[src/design/gcc_pkg.sv]
// shared constants, types and reset values for the generic clock controller
package gcc_pkg;
	localparam int GCC_NGEN    = 8;
	localparam int GCC_NCLK    = 4;
	localparam int GCC_NSYN    = 14;
	localparam int GCC_SYN_PIN = 6;
	// register offsets
	localparam logic [7:0] GCC_OFF_CTRL   = 8'h00;
	localparam logic [7:0] GCC_OFF_STATUS = 8'h04;
	localparam logic [7:0] GCC_OFF_CLKSEL = 8'h08;
	localparam logic [7:0] GCC_OFF_GENCTL = 8'h0c;
	localparam logic [7:0] GCC_OFF_GENERATOR_DIVISION = 8'h10;
	// field positions
	localparam int GCC_CTRL_SRST  = 0;
	localparam int GCC_FLD_LSB    = 8;
	localparam int GCC_CLK_EN     = 14;
	localparam int GCC_CLK_LOCK   = 15;
	localparam int GCC_GEN_ON     = 16;
	localparam int GCC_GEN_OE     = 19;
	localparam int GCC_GEN_DSTYLE = 20;
	localparam int GCC_ST_CLK_LSB = 8;
	localparam logic [3:0] GCC_STRB_ID   = 4'h1;
	localparam logic [3:0] GCC_STRB_HALF = 4'h3;
	localparam logic [3:0] GCC_STRB_WORD = 4'hf;
	// fixed indexes
	localparam logic [2:0] GCC_GEN_MAIN = 3'h0;
	localparam logic [2:0] GCC_GEN_SLOW = 3'h2;
	localparam int GCC_CLK_WDT = 0;
	localparam int GCC_CLK_RTC = 1;
	// reset values of the synchronous clocks
	localparam logic [1:0] GCC_RC_DIV_RESET  = 2'h3;
	localparam logic [2:0] GCC_SYS_DIV_RESET = 3'h0;

	typedef enum logic [2:0] {
		GCC_SRC_RC   = 3'h0,
		GCC_SRC_ULP  = 3'h1,
		GCC_SRC_AUX0 = 3'h2,
		GCC_SRC_AUX1 = 3'h3,
		GCC_SRC_AUX2 = 3'h4,
		GCC_SRC_AUX3 = 3'h5,
		GCC_SRC_PIN  = 3'h6,
		GCC_SRC_GEN1 = 3'h7
	} gcc_src_t;

	typedef struct packed {
		logic        on;
		logic        oe;
		logic        dstyle;
		gcc_src_t    src;
		logic [15:0] div;
	} gcc_gen_t;

	typedef struct packed {
		logic       en;
		logic       lock;
		logic [2:0] gen;
	} gcc_clk_t;

	typedef enum logic [2:0] {
		GCC_H_IDLE = 3'h0,
		GCC_H_DIV  = 3'h1,
		GCC_H_GEN  = 3'h2,
		GCC_H_CLK  = 3'h3,
		GCC_H_RST  = 3'h4
	} gcc_hst_t;

	// initial generator setting
	function automatic gcc_gen_t gcc_gen_init(input int g);
		gcc_gen_t v;
		v = '0;
		v.on  = (g == int'(GCC_GEN_MAIN)) || (g == int'(GCC_GEN_SLOW));
		v.src = (g == int'(GCC_GEN_SLOW)) ? GCC_SRC_ULP : GCC_SRC_RC;
		return v;
	endfunction

	// initial generic clock setting
	function automatic gcc_clk_t gcc_clk_init(input int c);
		gcc_clk_t v;
		v = '0;
		v.en  = (c == GCC_CLK_WDT);
		v.gen = (c == GCC_CLK_WDT) ? GCC_GEN_SLOW : 3'h0;
		return v;
	endfunction
endpackage

[src/design/gcc_link_if.sv]
// apb link between the configuring party and the clock controller
`timescale 1ns/100ps
`default_nettype none
interface gcc_link_if (
	input wire logic pclk,
	input wire logic presetn
);
	logic        psel;
	logic        penable;
	logic        pwrite;
	logic [7:0]  paddr;
	logic [31:0] pwdata;
	logic [3:0]  pstrb;
	logic [31:0] prdata;
	logic        pready;
	logic        pslverr;

	modport dev (
		input  pclk, presetn, psel, penable, pwrite, paddr, pwdata, pstrb,
		output prdata, pready, pslverr
	);
	modport host (
		input  pclk, presetn, prdata, pready, pslverr,
		output psel, penable, pwrite, paddr, pwdata, pstrb
	);
endinterface
`default_nettype wire

[src/design/gcc_ctrl.sv]
// generic clock controller: eight generators, four generic clocks, apb registers
// Functional notes
// - any reset: rc oscillator on, divided by eight
// - any reset: cpu and bus undivided
// - power reset: only generators zero, two run
// - power reset: only watchdog clock, from generator two
// - user reset keeps locked, watchdog, rtc clocks
// - 32k source reset only by power reset
// - eight generators feed generic clock multiplexers
// - eight sources; generator one cannot self-source
// - generator pin is input or clock output
// - per-generator divide and independent enable
// - generator zero drives the main clock
// - any generator selectable by many clocks
// - software enables sources before dependent clocks
// - software sets division with one word write
// - word write with enable starts a generator
// - software configures clock with halfword write
// - no global enable for the controller
// - soft reset restores all but locked ones
// - writes protectable except halted or debugger
// - bus access gated by power manager mask
// - lock ignores clock and generator writes, generator zero excepted
`timescale 1ns/100ps
`default_nettype none
module gcc_ctrl
	import gcc_pkg::*;
(
	gcc_link_if.dev          lk,
	input  wire logic        user_reset,
	input  wire logic        bridge_a_clock_mask,
	input  wire logic        guard_protect,
	input  wire logic        cpu_halted,
	input  wire logic        ext_debug,
	input  wire logic        wdt_always_on,
	input  wire logic        rc_8mhz_osc,
	input  wire logic        ulp_32k_osc,
	input  wire logic [3:0]  aux_src,
	input  wire logic [7:0]  gen_clock_pin_in,
	output logic      [7:0]  gen_clock_pin_out,
	output logic      [7:0]  gen_clock_pin_oe,
	output logic             main_clock,
	output logic      [3:0]  peripheral_clock,
	output logic             rc_osc_on,
	output logic      [1:0]  rc_osc_div,
	output logic             ulp_osc_on,
	output logic      [2:0]  cpu_div,
	output logic      [2:0]  bus_div
);
	typedef struct packed {
		gcc_gen_t [GCC_NGEN-1:0]       gen;
		gcc_clk_t [GCC_NCLK-1:0]       clk;
		logic [GCC_NGEN-1:0][16:0]     cnt;
		logic [GCC_NGEN-1:0]           grun;
		logic [GCC_NGEN-1:0]           gout;
		logic                          g1p;
		logic [GCC_NCLK-1:0]           crun;
		logic [GCC_NCLK-1:0][2:0]      csel;
		logic [GCC_NSYN-1:0][2:0]      sy;
		logic [GCC_NSYN-1:0]           lvl;
		logic [GCC_NSYN-1:0]           lvlp;
		logic [1:0]                    rclk;
		logic [2:0]                    rgctl;
		logic [2:0]                    rgdiv;
		logic                          pready;
		logic                          pslverr;
		logic [31:0]                   prdata;
		logic [7:0]                    pin_out;
		logic [7:0]                    pin_oe;
		logic                          main_clk;
		logic [GCC_NCLK-1:0]           pclk_out;
		logic                          rc_on;
		logic [1:0]                    rc_div;
		logic                          ulp_on;
		logic [2:0]                    cpu_d;
		logic [2:0]                    bus_d;
	} gcc_dev_t;

	gcc_dev_t r_r;
	gcc_dev_t r_nxt;

	// power-reset contents of the whole state
	function automatic gcc_dev_t dev_init();
		gcc_dev_t v;
		v = '0;
		for (int g = 0; g < GCC_NGEN; g++)
		begin
			v.gen[g] = gcc_gen_init(g);
		end
		for (int c = 0; c < GCC_NCLK; c++)
		begin
			v.clk[c] = gcc_clk_init(c);
		end
		v.rc_on  = 1'b1;
		v.rc_div = GCC_RC_DIV_RESET;
		v.ulp_on = 1'b1;
		v.cpu_d  = GCC_SYS_DIV_RESET;
		v.bus_d  = GCC_SYS_DIV_RESET;
		return v;
	endfunction

	logic [GCC_NSYN-1:0] raw;
	logic [GCC_NGEN-1:0] glock;
	logic [GCC_NGEN-1:0] gkeep;
	logic [GCC_NCLK-1:0] ckeep;
	logic                prot;
	logic                wr;
	logic                now;
	logic                prev;
	logic [16:0]         nn;
	logic [16:0]         cn;
	logic [5:0]          cid;
	logic [3:0]          gid;
	logic [2:0]          gs;

	always_comb
	begin
		r_nxt = r_r;
		raw   = {gen_clock_pin_in, aux_src, ulp_32k_osc, rc_8mhz_osc};
		glock = '0;
		gkeep = '0;
		ckeep = '0;
		now   = 1'b0;
		prev  = 1'b0;
		nn    = '0;
		cn    = '0;
		cid   = lk.pwdata[5:0];
		gid   = lk.pwdata[3:0];
		gs    = '0;
		// three-stage input synchronisers, change accepted when stages two and three agree
		for (int i = 0; i < GCC_NSYN; i++)
		begin
			r_nxt.sy[i] = {r_r.sy[i][1:0], raw[i]};
			if (r_r.sy[i][1] == r_r.sy[i][2])
				r_nxt.lvl[i] = r_r.sy[i][2];
		end
		r_nxt.lvlp = r_r.lvl;
		r_nxt.g1p  = r_r.gout[1];
		// a locked clock locks its generator, generator zero excepted
		for (int c = 0; c < GCC_NCLK; c++)
		begin
			if (r_r.clk[c].lock && (r_r.clk[c].gen != GCC_GEN_MAIN))
				glock[r_r.clk[c].gen] = 1'b1;
		end
		// apb setup phase: answer in the following cycle
		prot            = guard_protect && !cpu_halted && !ext_debug;
		r_nxt.pready    = 1'b0;
		r_nxt.pslverr   = 1'b0;
		r_nxt.prdata    = '0;
		if (lk.psel && !lk.penable)
		begin
			r_nxt.pready = 1'b1;
			case (lk.paddr)
				GCC_OFF_CTRL:   r_nxt.prdata = '0;
				GCC_OFF_STATUS: r_nxt.prdata = {20'h0, r_r.crun, r_r.grun};
				GCC_OFF_CLKSEL: r_nxt.prdata = {16'h0, r_r.clk[r_r.rclk].lock, r_r.clk[r_r.rclk].en,
					3'h0, r_r.clk[r_r.rclk].gen, 6'h0, r_r.rclk};
				GCC_OFF_GENCTL: r_nxt.prdata = {11'h0, r_r.gen[r_r.rgctl].dstyle, r_r.gen[r_r.rgctl].oe,
					2'h0, r_r.gen[r_r.rgctl].on, 5'h0, r_r.gen[r_r.rgctl].src, 5'h0, r_r.rgctl};
				GCC_OFF_GENERATOR_DIVISION: r_nxt.prdata = {8'h0, r_r.gen[r_r.rgdiv].div, 5'h0, r_r.rgdiv};
				default:        r_nxt.pslverr = 1'b1;
			endcase
			if (lk.pwrite && prot && bridge_a_clock_mask)
				r_nxt.pslverr = 1'b1;
			if (!bridge_a_clock_mask)
				r_nxt.prdata = '0;
		end
		// writes take effect at the completing edge only
		wr = lk.psel && lk.penable && r_r.pready && lk.pwrite && !r_r.pslverr && bridge_a_clock_mask;
		if (wr)
		begin
			case (lk.paddr)
				GCC_OFF_CLKSEL:
				begin
					if (cid < 6'(GCC_NCLK))
					begin
						r_nxt.rclk = cid[1:0];
						if (lk.pstrb != GCC_STRB_ID && !r_r.clk[cid[1:0]].lock)
						begin
							r_nxt.clk[cid[1:0]].gen  = lk.pwdata[GCC_FLD_LSB +: 3];
							r_nxt.clk[cid[1:0]].en   = lk.pwdata[GCC_CLK_EN];
							r_nxt.clk[cid[1:0]].lock = lk.pwdata[GCC_CLK_LOCK];
						end
					end
				end
				GCC_OFF_GENCTL:
				begin
					if (gid < 4'(GCC_NGEN))
					begin
						r_nxt.rgctl = gid[2:0];
						if (lk.pstrb != GCC_STRB_ID && !glock[gid[2:0]])
						begin
							r_nxt.gen[gid[2:0]].on     = lk.pwdata[GCC_GEN_ON];
							r_nxt.gen[gid[2:0]].oe     = lk.pwdata[GCC_GEN_OE];
							r_nxt.gen[gid[2:0]].dstyle = lk.pwdata[GCC_GEN_DSTYLE];
							if (!(gid == 4'h1 && gcc_src_t'(lk.pwdata[GCC_FLD_LSB +: 3]) == GCC_SRC_GEN1))
								r_nxt.gen[gid[2:0]].src = gcc_src_t'(lk.pwdata[GCC_FLD_LSB +: 3]);
						end
					end
				end
				GCC_OFF_GENERATOR_DIVISION:
				begin
					if (gid < 4'(GCC_NGEN))
					begin
						r_nxt.rgdiv = gid[2:0];
						if (lk.pstrb != GCC_STRB_ID && !glock[gid[2:0]])
							r_nxt.gen[gid[2:0]].div = lk.pwdata[GCC_FLD_LSB +: 16];
					end
				end
				default: ;
			endcase
		end
		// user or soft reset: restore all except the spared clocks and generators
		if (user_reset || (wr && lk.paddr == GCC_OFF_CTRL && lk.pwdata[GCC_CTRL_SRST]))
		begin
			for (int c = 0; c < GCC_NCLK; c++)
				ckeep[c] = r_r.clk[c].lock;
			if (user_reset)
			begin
				ckeep[GCC_CLK_WDT] = ckeep[GCC_CLK_WDT] | wdt_always_on;
				ckeep[GCC_CLK_RTC] = ckeep[GCC_CLK_RTC] | r_r.clk[GCC_CLK_RTC].en;
				r_nxt.rc_on  = 1'b1;
				r_nxt.rc_div = GCC_RC_DIV_RESET;
				r_nxt.cpu_d  = GCC_SYS_DIV_RESET;
				r_nxt.bus_d  = GCC_SYS_DIV_RESET;
			end
			for (int c = 0; c < GCC_NCLK; c++)
			begin
				if (ckeep[c])
					gkeep[r_r.clk[c].gen] = 1'b1;
				else
					r_nxt.clk[c] = gcc_clk_init(c);
			end
			gkeep[GCC_GEN_MAIN] = 1'b0;
			for (int g = 0; g < GCC_NGEN; g++)
			begin
				if (!gkeep[g])
					r_nxt.gen[g] = gcc_gen_init(g);
			end
			r_nxt.rclk  = '0;
			r_nxt.rgctl = '0;
			r_nxt.rgdiv = '0;
		end
		// generators: pick source, divide, start and stop only while low
		for (int g = 0; g < GCC_NGEN; g++)
		begin
			case (r_r.gen[g].src)
				GCC_SRC_RC:   begin now = r_r.lvl[0]; prev = r_r.lvlp[0]; end
				GCC_SRC_ULP:  begin now = r_r.lvl[1]; prev = r_r.lvlp[1]; end
				GCC_SRC_PIN:  begin now = r_r.lvl[GCC_SYN_PIN + g]; prev = r_r.lvlp[GCC_SYN_PIN + g]; end
				GCC_SRC_GEN1: begin now = r_r.gout[1]; prev = r_r.g1p; end
				default:      begin now = r_r.lvl[r_r.gen[g].src]; prev = r_r.lvlp[r_r.gen[g].src]; end
			endcase
			if (r_r.gen[g].dstyle)
				nn = 17'h1 << (5'(r_r.gen[g].div[3:0]) + 5'h1);
			else
				nn = {1'b0, r_r.gen[g].div};
			if (r_r.grun[g])
			begin
				if (nn <= 17'h1)
					r_nxt.gout[g] = now;
				else if (now && !prev)
				begin
					cn = (r_r.cnt[g] >= nn - 17'h1) ? 17'h0 : r_r.cnt[g] + 17'h1;
					r_nxt.cnt[g]  = cn;
					r_nxt.gout[g] = cn < (nn >> 1);
				end
				if (!r_r.gen[g].on && !r_r.gout[g])
				begin
					r_nxt.grun[g] = 1'b0;
					r_nxt.gout[g] = 1'b0;
					r_nxt.cnt[g]  = '0;
				end
			end
			else if (r_r.gen[g].on && !now)
				r_nxt.grun[g] = 1'b1;
			r_nxt.pin_oe[g]  = r_r.gen[g].on && r_r.gen[g].oe && (r_r.gen[g].src != GCC_SRC_PIN);
			r_nxt.pin_out[g] = r_r.gen[g].oe && r_nxt.gout[g];
		end
		// generic clock multiplexers, selection and enable change only while the selected generator is low
		for (int c = 0; c < GCC_NCLK; c++)
		begin
			gs = r_r.crun[c] ? r_r.csel[c] : r_r.clk[c].gen;
			if (!r_r.gout[gs])
			begin
				r_nxt.crun[c] = r_r.clk[c].en;
				r_nxt.csel[c] = r_r.clk[c].gen;
			end
			r_nxt.pclk_out[c] = r_nxt.crun[c] && r_nxt.gout[r_nxt.csel[c]];
		end
		r_nxt.main_clk = r_nxt.gout[GCC_GEN_MAIN];
	end

	// single state register, no global enable anywhere
	always_ff @(posedge lk.pclk or negedge lk.presetn)
	begin
		if (!lk.presetn)
			r_r <= dev_init();
		else
			r_r <= r_nxt;
	end

	assign lk.prdata         = r_r.prdata;
	assign lk.pready         = r_r.pready;
	assign lk.pslverr        = r_r.pslverr;
	assign gen_clock_pin_out = r_r.pin_out;
	assign gen_clock_pin_oe  = r_r.pin_oe;
	assign main_clock        = r_r.main_clk;
	assign peripheral_clock  = r_r.pclk_out;
	assign rc_osc_on         = r_r.rc_on;
	assign rc_osc_div        = r_r.rc_div;
	assign ulp_osc_on        = r_r.ulp_on;
	assign cpu_div           = r_r.cpu_d;
	assign bus_div           = r_r.bus_d;
endmodule
`default_nettype wire

[src/flat_wrapper.sv]
// flat-port wrapper written by rule: the top's interface ports become plain ports
module gcc_ctrl_flat import gcc_pkg::*;
  (user_reset, bridge_a_clock_mask, guard_protect, cpu_halted, ext_debug, wdt_always_on, rc_8mhz_osc, ulp_32k_osc, aux_src, gen_clock_pin_in, gen_clock_pin_out, gen_clock_pin_oe, main_clock, peripheral_clock, rc_osc_on, rc_osc_div, ulp_osc_on, cpu_div, bus_div, pclk, presetn, lk_psel, lk_penable, lk_pwrite, lk_paddr, lk_pwdata, lk_pstrb, lk_prdata, lk_pready, lk_pslverr);
  gcc_link_if lk_i (.pclk(pclk), .presetn(presetn));
  input  wire logic user_reset;
  input  wire logic bridge_a_clock_mask;
  input  wire logic guard_protect;
  input  wire logic cpu_halted;
  input  wire logic ext_debug;
  input  wire logic wdt_always_on;
  input  wire logic rc_8mhz_osc;
  input  wire logic ulp_32k_osc;
  input  wire logic [3:0] aux_src;
  input  wire logic [7:0] gen_clock_pin_in;
  output logic      [7:0] gen_clock_pin_out;
  output logic      [7:0] gen_clock_pin_oe;
  output logic main_clock;
  output logic      [3:0] peripheral_clock;
  output logic rc_osc_on;
  output logic      [1:0] rc_osc_div;
  output logic ulp_osc_on;
  output logic      [2:0] cpu_div;
  output logic      [2:0] bus_div;
  input wire logic pclk;
  input wire logic presetn;
  input wire logic [$bits(lk_i.psel)-1:0] lk_psel;
  input wire logic [$bits(lk_i.penable)-1:0] lk_penable;
  input wire logic [$bits(lk_i.pwrite)-1:0] lk_pwrite;
  input wire logic [$bits(lk_i.paddr)-1:0] lk_paddr;
  input wire logic [$bits(lk_i.pwdata)-1:0] lk_pwdata;
  input wire logic [$bits(lk_i.pstrb)-1:0] lk_pstrb;
  output wire logic [$bits(lk_i.prdata)-1:0] lk_prdata;
  output wire logic [$bits(lk_i.pready)-1:0] lk_pready;
  output wire logic [$bits(lk_i.pslverr)-1:0] lk_pslverr;
  assign lk_i.psel = lk_psel;
  assign lk_i.penable = lk_penable;
  assign lk_i.pwrite = lk_pwrite;
  assign lk_i.paddr = lk_paddr;
  assign lk_i.pwdata = lk_pwdata;
  assign lk_i.pstrb = lk_pstrb;
  assign lk_prdata = lk_i.prdata;
  assign lk_pready = lk_i.pready;
  assign lk_pslverr = lk_i.pslverr;
  gcc_ctrl u_core (.lk(lk_i), .user_reset(user_reset), .bridge_a_clock_mask(bridge_a_clock_mask), .guard_protect(guard_protect), .cpu_halted(cpu_halted), .ext_debug(ext_debug), .wdt_always_on(wdt_always_on), .rc_8mhz_osc(rc_8mhz_osc), .ulp_32k_osc(ulp_32k_osc), .aux_src(aux_src), .gen_clock_pin_in(gen_clock_pin_in), .gen_clock_pin_out(gen_clock_pin_out), .gen_clock_pin_oe(gen_clock_pin_oe), .main_clock(main_clock), .peripheral_clock(peripheral_clock), .rc_osc_on(rc_osc_on), .rc_osc_div(rc_osc_div), .ulp_osc_on(ulp_osc_on), .cpu_div(cpu_div), .bus_div(bus_div));
endmodule
[config.mk]
export PLATFORM = sky130hd
export DESIGN_NAME = gcc_ctrl_flat
export DESIGN_NICKNAME = d
export VERILOG_FILES = /design/src/design/gcc_pkg.sv /design/src/design/gcc_link_if.sv /design/src/design/gcc_ctrl.sv /design/src/flat_wrapper.sv
export SDC_FILE = /design/constraint.sdc
export NUM_CORES = 2
export LEC_CHECK = 0
export BUFFER_PORTS_ARGS = -buffer_cell sky130_fd_sc_hd__buf_2
export CAP_MARGIN = 25
export CELL_PAD_IN_SITES_DETAIL_PLACEMENT = 1
export CELL_PAD_IN_SITES_GLOBAL_PLACEMENT = 2
export CORE_MARGIN = 2
export CORE_UTILIZATION = 30
export DETAILED_ROUTE_END_ITERATION = 12
export GPL_TIMING_DRIVEN = 0
export PLACE_DENSITY_LB_ADDON = 0.2
export SLEW_MARGIN = 40
export SYNTH_ARGS = -nofsm -noshare
export SYNTH_HDL_FRONTEND = slang
export SYNTH_SLANG_ARGS = --single-unit
[constraint.sdc]
create_clock -name pclk -period 5.42 [get_ports pclk]
set_clock_uncertainty 0.15 [all_clocks]
set_input_delay 0 -clock pclk [delete_from_list [all_inputs] [get_ports pclk]]
set_output_delay 0 -clock pclk [all_outputs]
set_load 0.02 [all_outputs]
Yosys cells after proc, flatten, opt, wreduce, memory -nomap -nowiden:

Index checks and enable logic that the tools add are counted.

* shift-type cells: 8
* reduce and logical (&&, ||, !) cells: 157
* multiplexer cells: 262
* order comparisons: 57
* add/sub/neg operators: 24
* bitwise logic cells: 8
* eq/ne operators: 65

Operator list (count)
* 176-bit bitwise mux: 5
* 176-bit 2-to-1 mux: 5
* 17-bit 2-to-1 mux: 40
* 196-bit 2-to-1 mux: 2
* 176-bit case mux with 2 select lines: 1
* 22-bit demux with 3-bit select: 5
* 22-bit 2-to-1 mux: 9
* 17-bit by 1-bit adder with 17-bit output, second input constant: 8
* 17-bit >= comparator: 8
* 17-bit by 1-bit <= comparator with 1-bit output, second input constant: 8
* 17-bit by 16-bit < comparator with 1-bit output: 8
* 1-bit by 5-bit left shift with 17-bit output, first input constant: 8
* 17-bit by 1-bit subtractor with 17-bit output, second input constant: 8
* 22-bit binary-select mux with 3-bit select: 2
* 8-bit 2-to-1 mux: 14
* 24-bit case mux with 4 select lines: 1
* 1-bit 2-to-1 mux: 91
* 20-bit 2-to-1 mux: 4
* 1-bit logical AND: 77
* 1-bit binary-select mux with 3-bit select: 25
* 1-bit case mux with 4 select lines: 16
* 20-bit bitwise mux: 3
* 3-bit by 4-bit < comparator with 1-bit output, second input constant: 15
* 3-bit equality test, second input constant: 17
* other kinds (40): 201

* input bits: 69
* flip-flop bits (word level): 498
* output and inout port bits: 65
* logic and storage cells: 688

Depth between registers and ports, before layout:

* depth after elaboration: 22
* gate-level depth with buffers: 31
* mapped depth without buffers: 27

Worst setup path before layout:

Ideal clock, no wire load.

* path kind: register to register
* start point: register u_core.r_r[461] (netlist name)
* end point: register u_core.r_r (netlist bit u_core.peripheral_clock[0])
* buffers on the path: 5
* period minus slack after synthesis: 5840 ps
* cell stages (with the launch flop): 30
* setup slack: -420 ps
* data arrival time: 5591 ps
* cells stage by stage: dfrtp_1 > buf_2 > buf_2 > buf_2 > mux2i_1 > ha_1 > nand2_1 > or2_2 > clkbuf_1 > nor2_1 > xor2_1 > ha_1 > a21oi_1 > nor2b_1 > or4_1 > nor3_4 > nor2_4 > clkbuf_1 > a21oi_1 > ha_1 > a21o_1 > a21oi_1 > o211ai_1 > a41oi_1 > a2111oi_0 > nand2_1 > nor2_8 > o32a_1 > mux2_2 > a311oi_1

RTL lines
* from (decl): line gcc_ctrl.sv:79 `gcc_dev_t r_r;`
* from (signal assigned): line gcc_ctrl.sv:298 `r_r <= dev_init();`
* from (signal assigned): line gcc_ctrl.sv:300 `r_r <= r_nxt;`

==> flow_summary.toml <==
[run_status]
status = "complete, but fails checks"
violations = "negative setup slack"

[clock_network]
clock_sinks = 489
clk_path_buf_depth = 3
cts_buffers = 68
clock-root-buffer = "clkbuf_16"
path_clk_slew_ns = 0.06
htree_levels = 3
insertion_delay_ns = 0.68
cts_tree = "built"

[timing]
min_period_over_period_pct = 110
holdWs_ns = 0.0711
fin_setup_tns_ns = -2.32
slew_viol_final = 0
worst_pin_slew_ns = 0.972
max_clock_freq_mhz = 167
setup-violations-final = 7
worst_slack_ns = -0.559
rsz0062_at_grt = "yes"
finalHoldViolations = 0
slew_headroom_pct = 35.2
period_needed_ns = 5.98

[grt]
grt_antenna_before_repair = 12
grt_use_total_pct = 23.7
grt_pass1_vias = 34849
grt_overflow = 0
grt_pass1_wl_mm = 229
grt_max_degree = 71

[yosys]
synth_xor_area_share_pct = 5.01
async_flop_share_pct = 100
netlist_instances = 4077
avgSynthCellArea_um2 = 9.10
ys_ff_latch = 489
synthAdderAreaFrac_pct = 9.82
synth_simple_gate_area_share_pct = 20.8
synth_edf_count = 0
yosysSeqAreaShare_pct = 33.0
synth_area_um2 = 37100
synth_compound_area_share_pct = 15.5
synth_top_family_by_area = "simple AND/OR/NAND/NOR gates"
synth_warnings = 0
ys_types = 107
synth_ff_type = "dfrtp_1"
synth.area.mux_share_pct = 10.9

[power_and_ir_drop]
p_per_area_nw_per_um2 = 184
p_leak_nw = 22.0
finalPower_mw = 9.12
peakVddDrop_mv = 0.229

[detailed_routing]
avgRoutedWirePerCell_um = 24.1
firstDrtPassIters = 5
via_per_inst = 5.42
ant_nets = 0
drc = 0
drt_iter0_drc = 2173
vias = 34468
wirelength_mm = 153

[final_layout]
final_common_cell = "dfrtp_1"
final.fill_count = 13785
drive_above_1_share_pct = 28.2
mostFrequentLayoutCells = "dfrtp_1, nor2_1, buf_4"
seqCellArea_um2 = 12300
area_delta_synth_final_pct = 33.9
multiInputGateArea_um2 = 26300
nets = 5017

[critical_path]
path_class = "reg2reg"
endpoint_kind = "register"
cp_max_fo = 8
required_ns = 5.83
worstRegToRegCells = 25
cp-start-kind = "register"
cp.arrival_ns = 6.39

[placed_design]
dpl.hpwl_mm = 113
routabilityCongestion = 0.873
place_ws_ns = -2.44
numPortBuffers = 95

[flow_run]
maxCapViolations = 0

[worst_hold_path]
hold_depth = 3
holdCritPathClass = "in2reg"

[die]
design.die.area_um2 = 126000
die_w_um = 356
die_y_um = 356
core-area_um2 = 123000
start_util_pct = 30.1
io_pins = 134
rows = 129
## layout make-up
cell class                 count  share of cell area [%]
clock inverter                30                   0.943
antenna                        3                  0.0151
clock buffer                  89                    3.81
inverter                      93                   0.711
sequential                   489                    24.7
tap                         1637                    4.13
multi-input combinational   3228                    52.9
timing repair buffer         512                    8.52
buffer                       276                    4.29
## stage by stage
stage               instances  area (um^2)  util [%]
floorplan                4093        37300         -
global placement         5825        39800      32.3
detailed placement       5838        40200      32.6
CTS                      6221        47200      38.3
global route             6355        49600      40.3
finish                   6357        49600      40.3
## flip-flops by register name, indices dropped and copies added, names as in the netlist
name,cells
u_core.r_r,400
u_core.r_nxt,43
u_core.lk.prdata,24
u_core.gen_clock_pin_oe,8
u_core.gen_clock_pin_out,8
u_core.peripheral_clock,4
u_core.lk.pready,1
u_core.lk.pslverr,1
## metal layers
layer / routed length [um] / vias up / global-route usage, %
met1: 73800 / 17633 / 34.4
met4: 2810 / 8 / 5.19
met3: 7370 / 157 / 3.42
met2: 69200 / 727 / 37.3
met5: 47 / - / 0
li1: - / 15943 / -
## cells in the mapped netlist, types with 35 or more instances
master | number | share of area (%)
dfrtp_1 | 484 | 33
nor2_1 | 468 | 4.7
nand2_1 | 290 | 2.9
ha_1 | 280 | 9.4
a21oi_1 | 221 | 3.0
mux2i_1 | 192 | 5.2
nor2b_1 | 149 | 2.5
o21ai_0 | 141 | 1.9
nand3_1 | 130 | 1.8
clkbuf_1 | 125 | 1.3
xnor2_1 | 112 | 2.6
xor2_1 | 100 | 2.4
inv_1 | 91 | 0.92
nand2b_1 | 87 | 1.5
a31oi_1 | 86 | 1.5
and3_1 | 83 | 1.4
mux4_2 | 77 | 4.7
nand4_1 | 73 | 1.2
buf_4 | 72 | 1.5
o21ai_1 | 70 | 0.94
a22o_1 | 69 | 1.6
nor3_1 | 69 | 0.93
buf_2 | 66 | 0.89
a21o_1 | 42 | 0.85
a211oi_1 | 40 | 0.81
o31ai_1 | 35 | 0.71
## cells by family after synthesis
family | count (synthesis)
flops | 489
simple gates | 1525
buf+inv | 376
mux | 297
compound gates | 882
other cells | 2
fa+ha+maj | 294
xor+xnor | 212
## power breakdown
part	internal [mW]	switching, mW
combinational	0.182	0.357
sequential	3.69	0.0416
clock	2.91	1.95
## worst paths after layout
kind / from / endpoint / slack [ns]
max: u_core.r_r[461] / u_core.peripheral_clock[1] / -0.56
min: lk_pwdata[15] / u_core.r_r[330] / 0.07
max reg2reg: u_core.r_r[461] / u_core.peripheral_clock[1] / -0.56
min reg2reg: u_core.r_nxt[102] / u_core.r_nxt[103] / 0.20
max in group asynchronous: presetn / u_core.r_r[211] / 3.16
min in group asynchronous: presetn / u_core.r_r[244] / 0.24
## critical path, stage by stage, from the launching register on
cell and delay [ns]:
dfrtp_1 0.40, buf_6 0.14, buf_8 0.13, buf_12 0.12, buf_4 0.18, nor2_4 0.14, a2bb2oi_4 0.08, or2_4 0.28
nor2_2 0.18, xor2_2 0.21, ha_1 0.27, nor2b_2 0.17, or4_4 0.43, nor3_4 0.23, nor2_4 0.08, clkbuf_16 0.19
nor2_4 0.15, ha_4 0.23, a21o_1 0.16, a221oi_2 0.30, o21ai_1 0.13, a211oi_2 0.20, o21ai_1 0.11, o32a_4 0.48
mux2_4 0.31, a311oi_4 0.34
## timing repair
item,in CTS,in global routing
gates cloned,2,4
hold endpoints to repair,535,0
setup endpoints to repair,33,37
buffers inserted,175,137
hold buffers,93,0
pin swaps,135,206
resized for setup,501,332
Power figures use the tool's default switching activity.
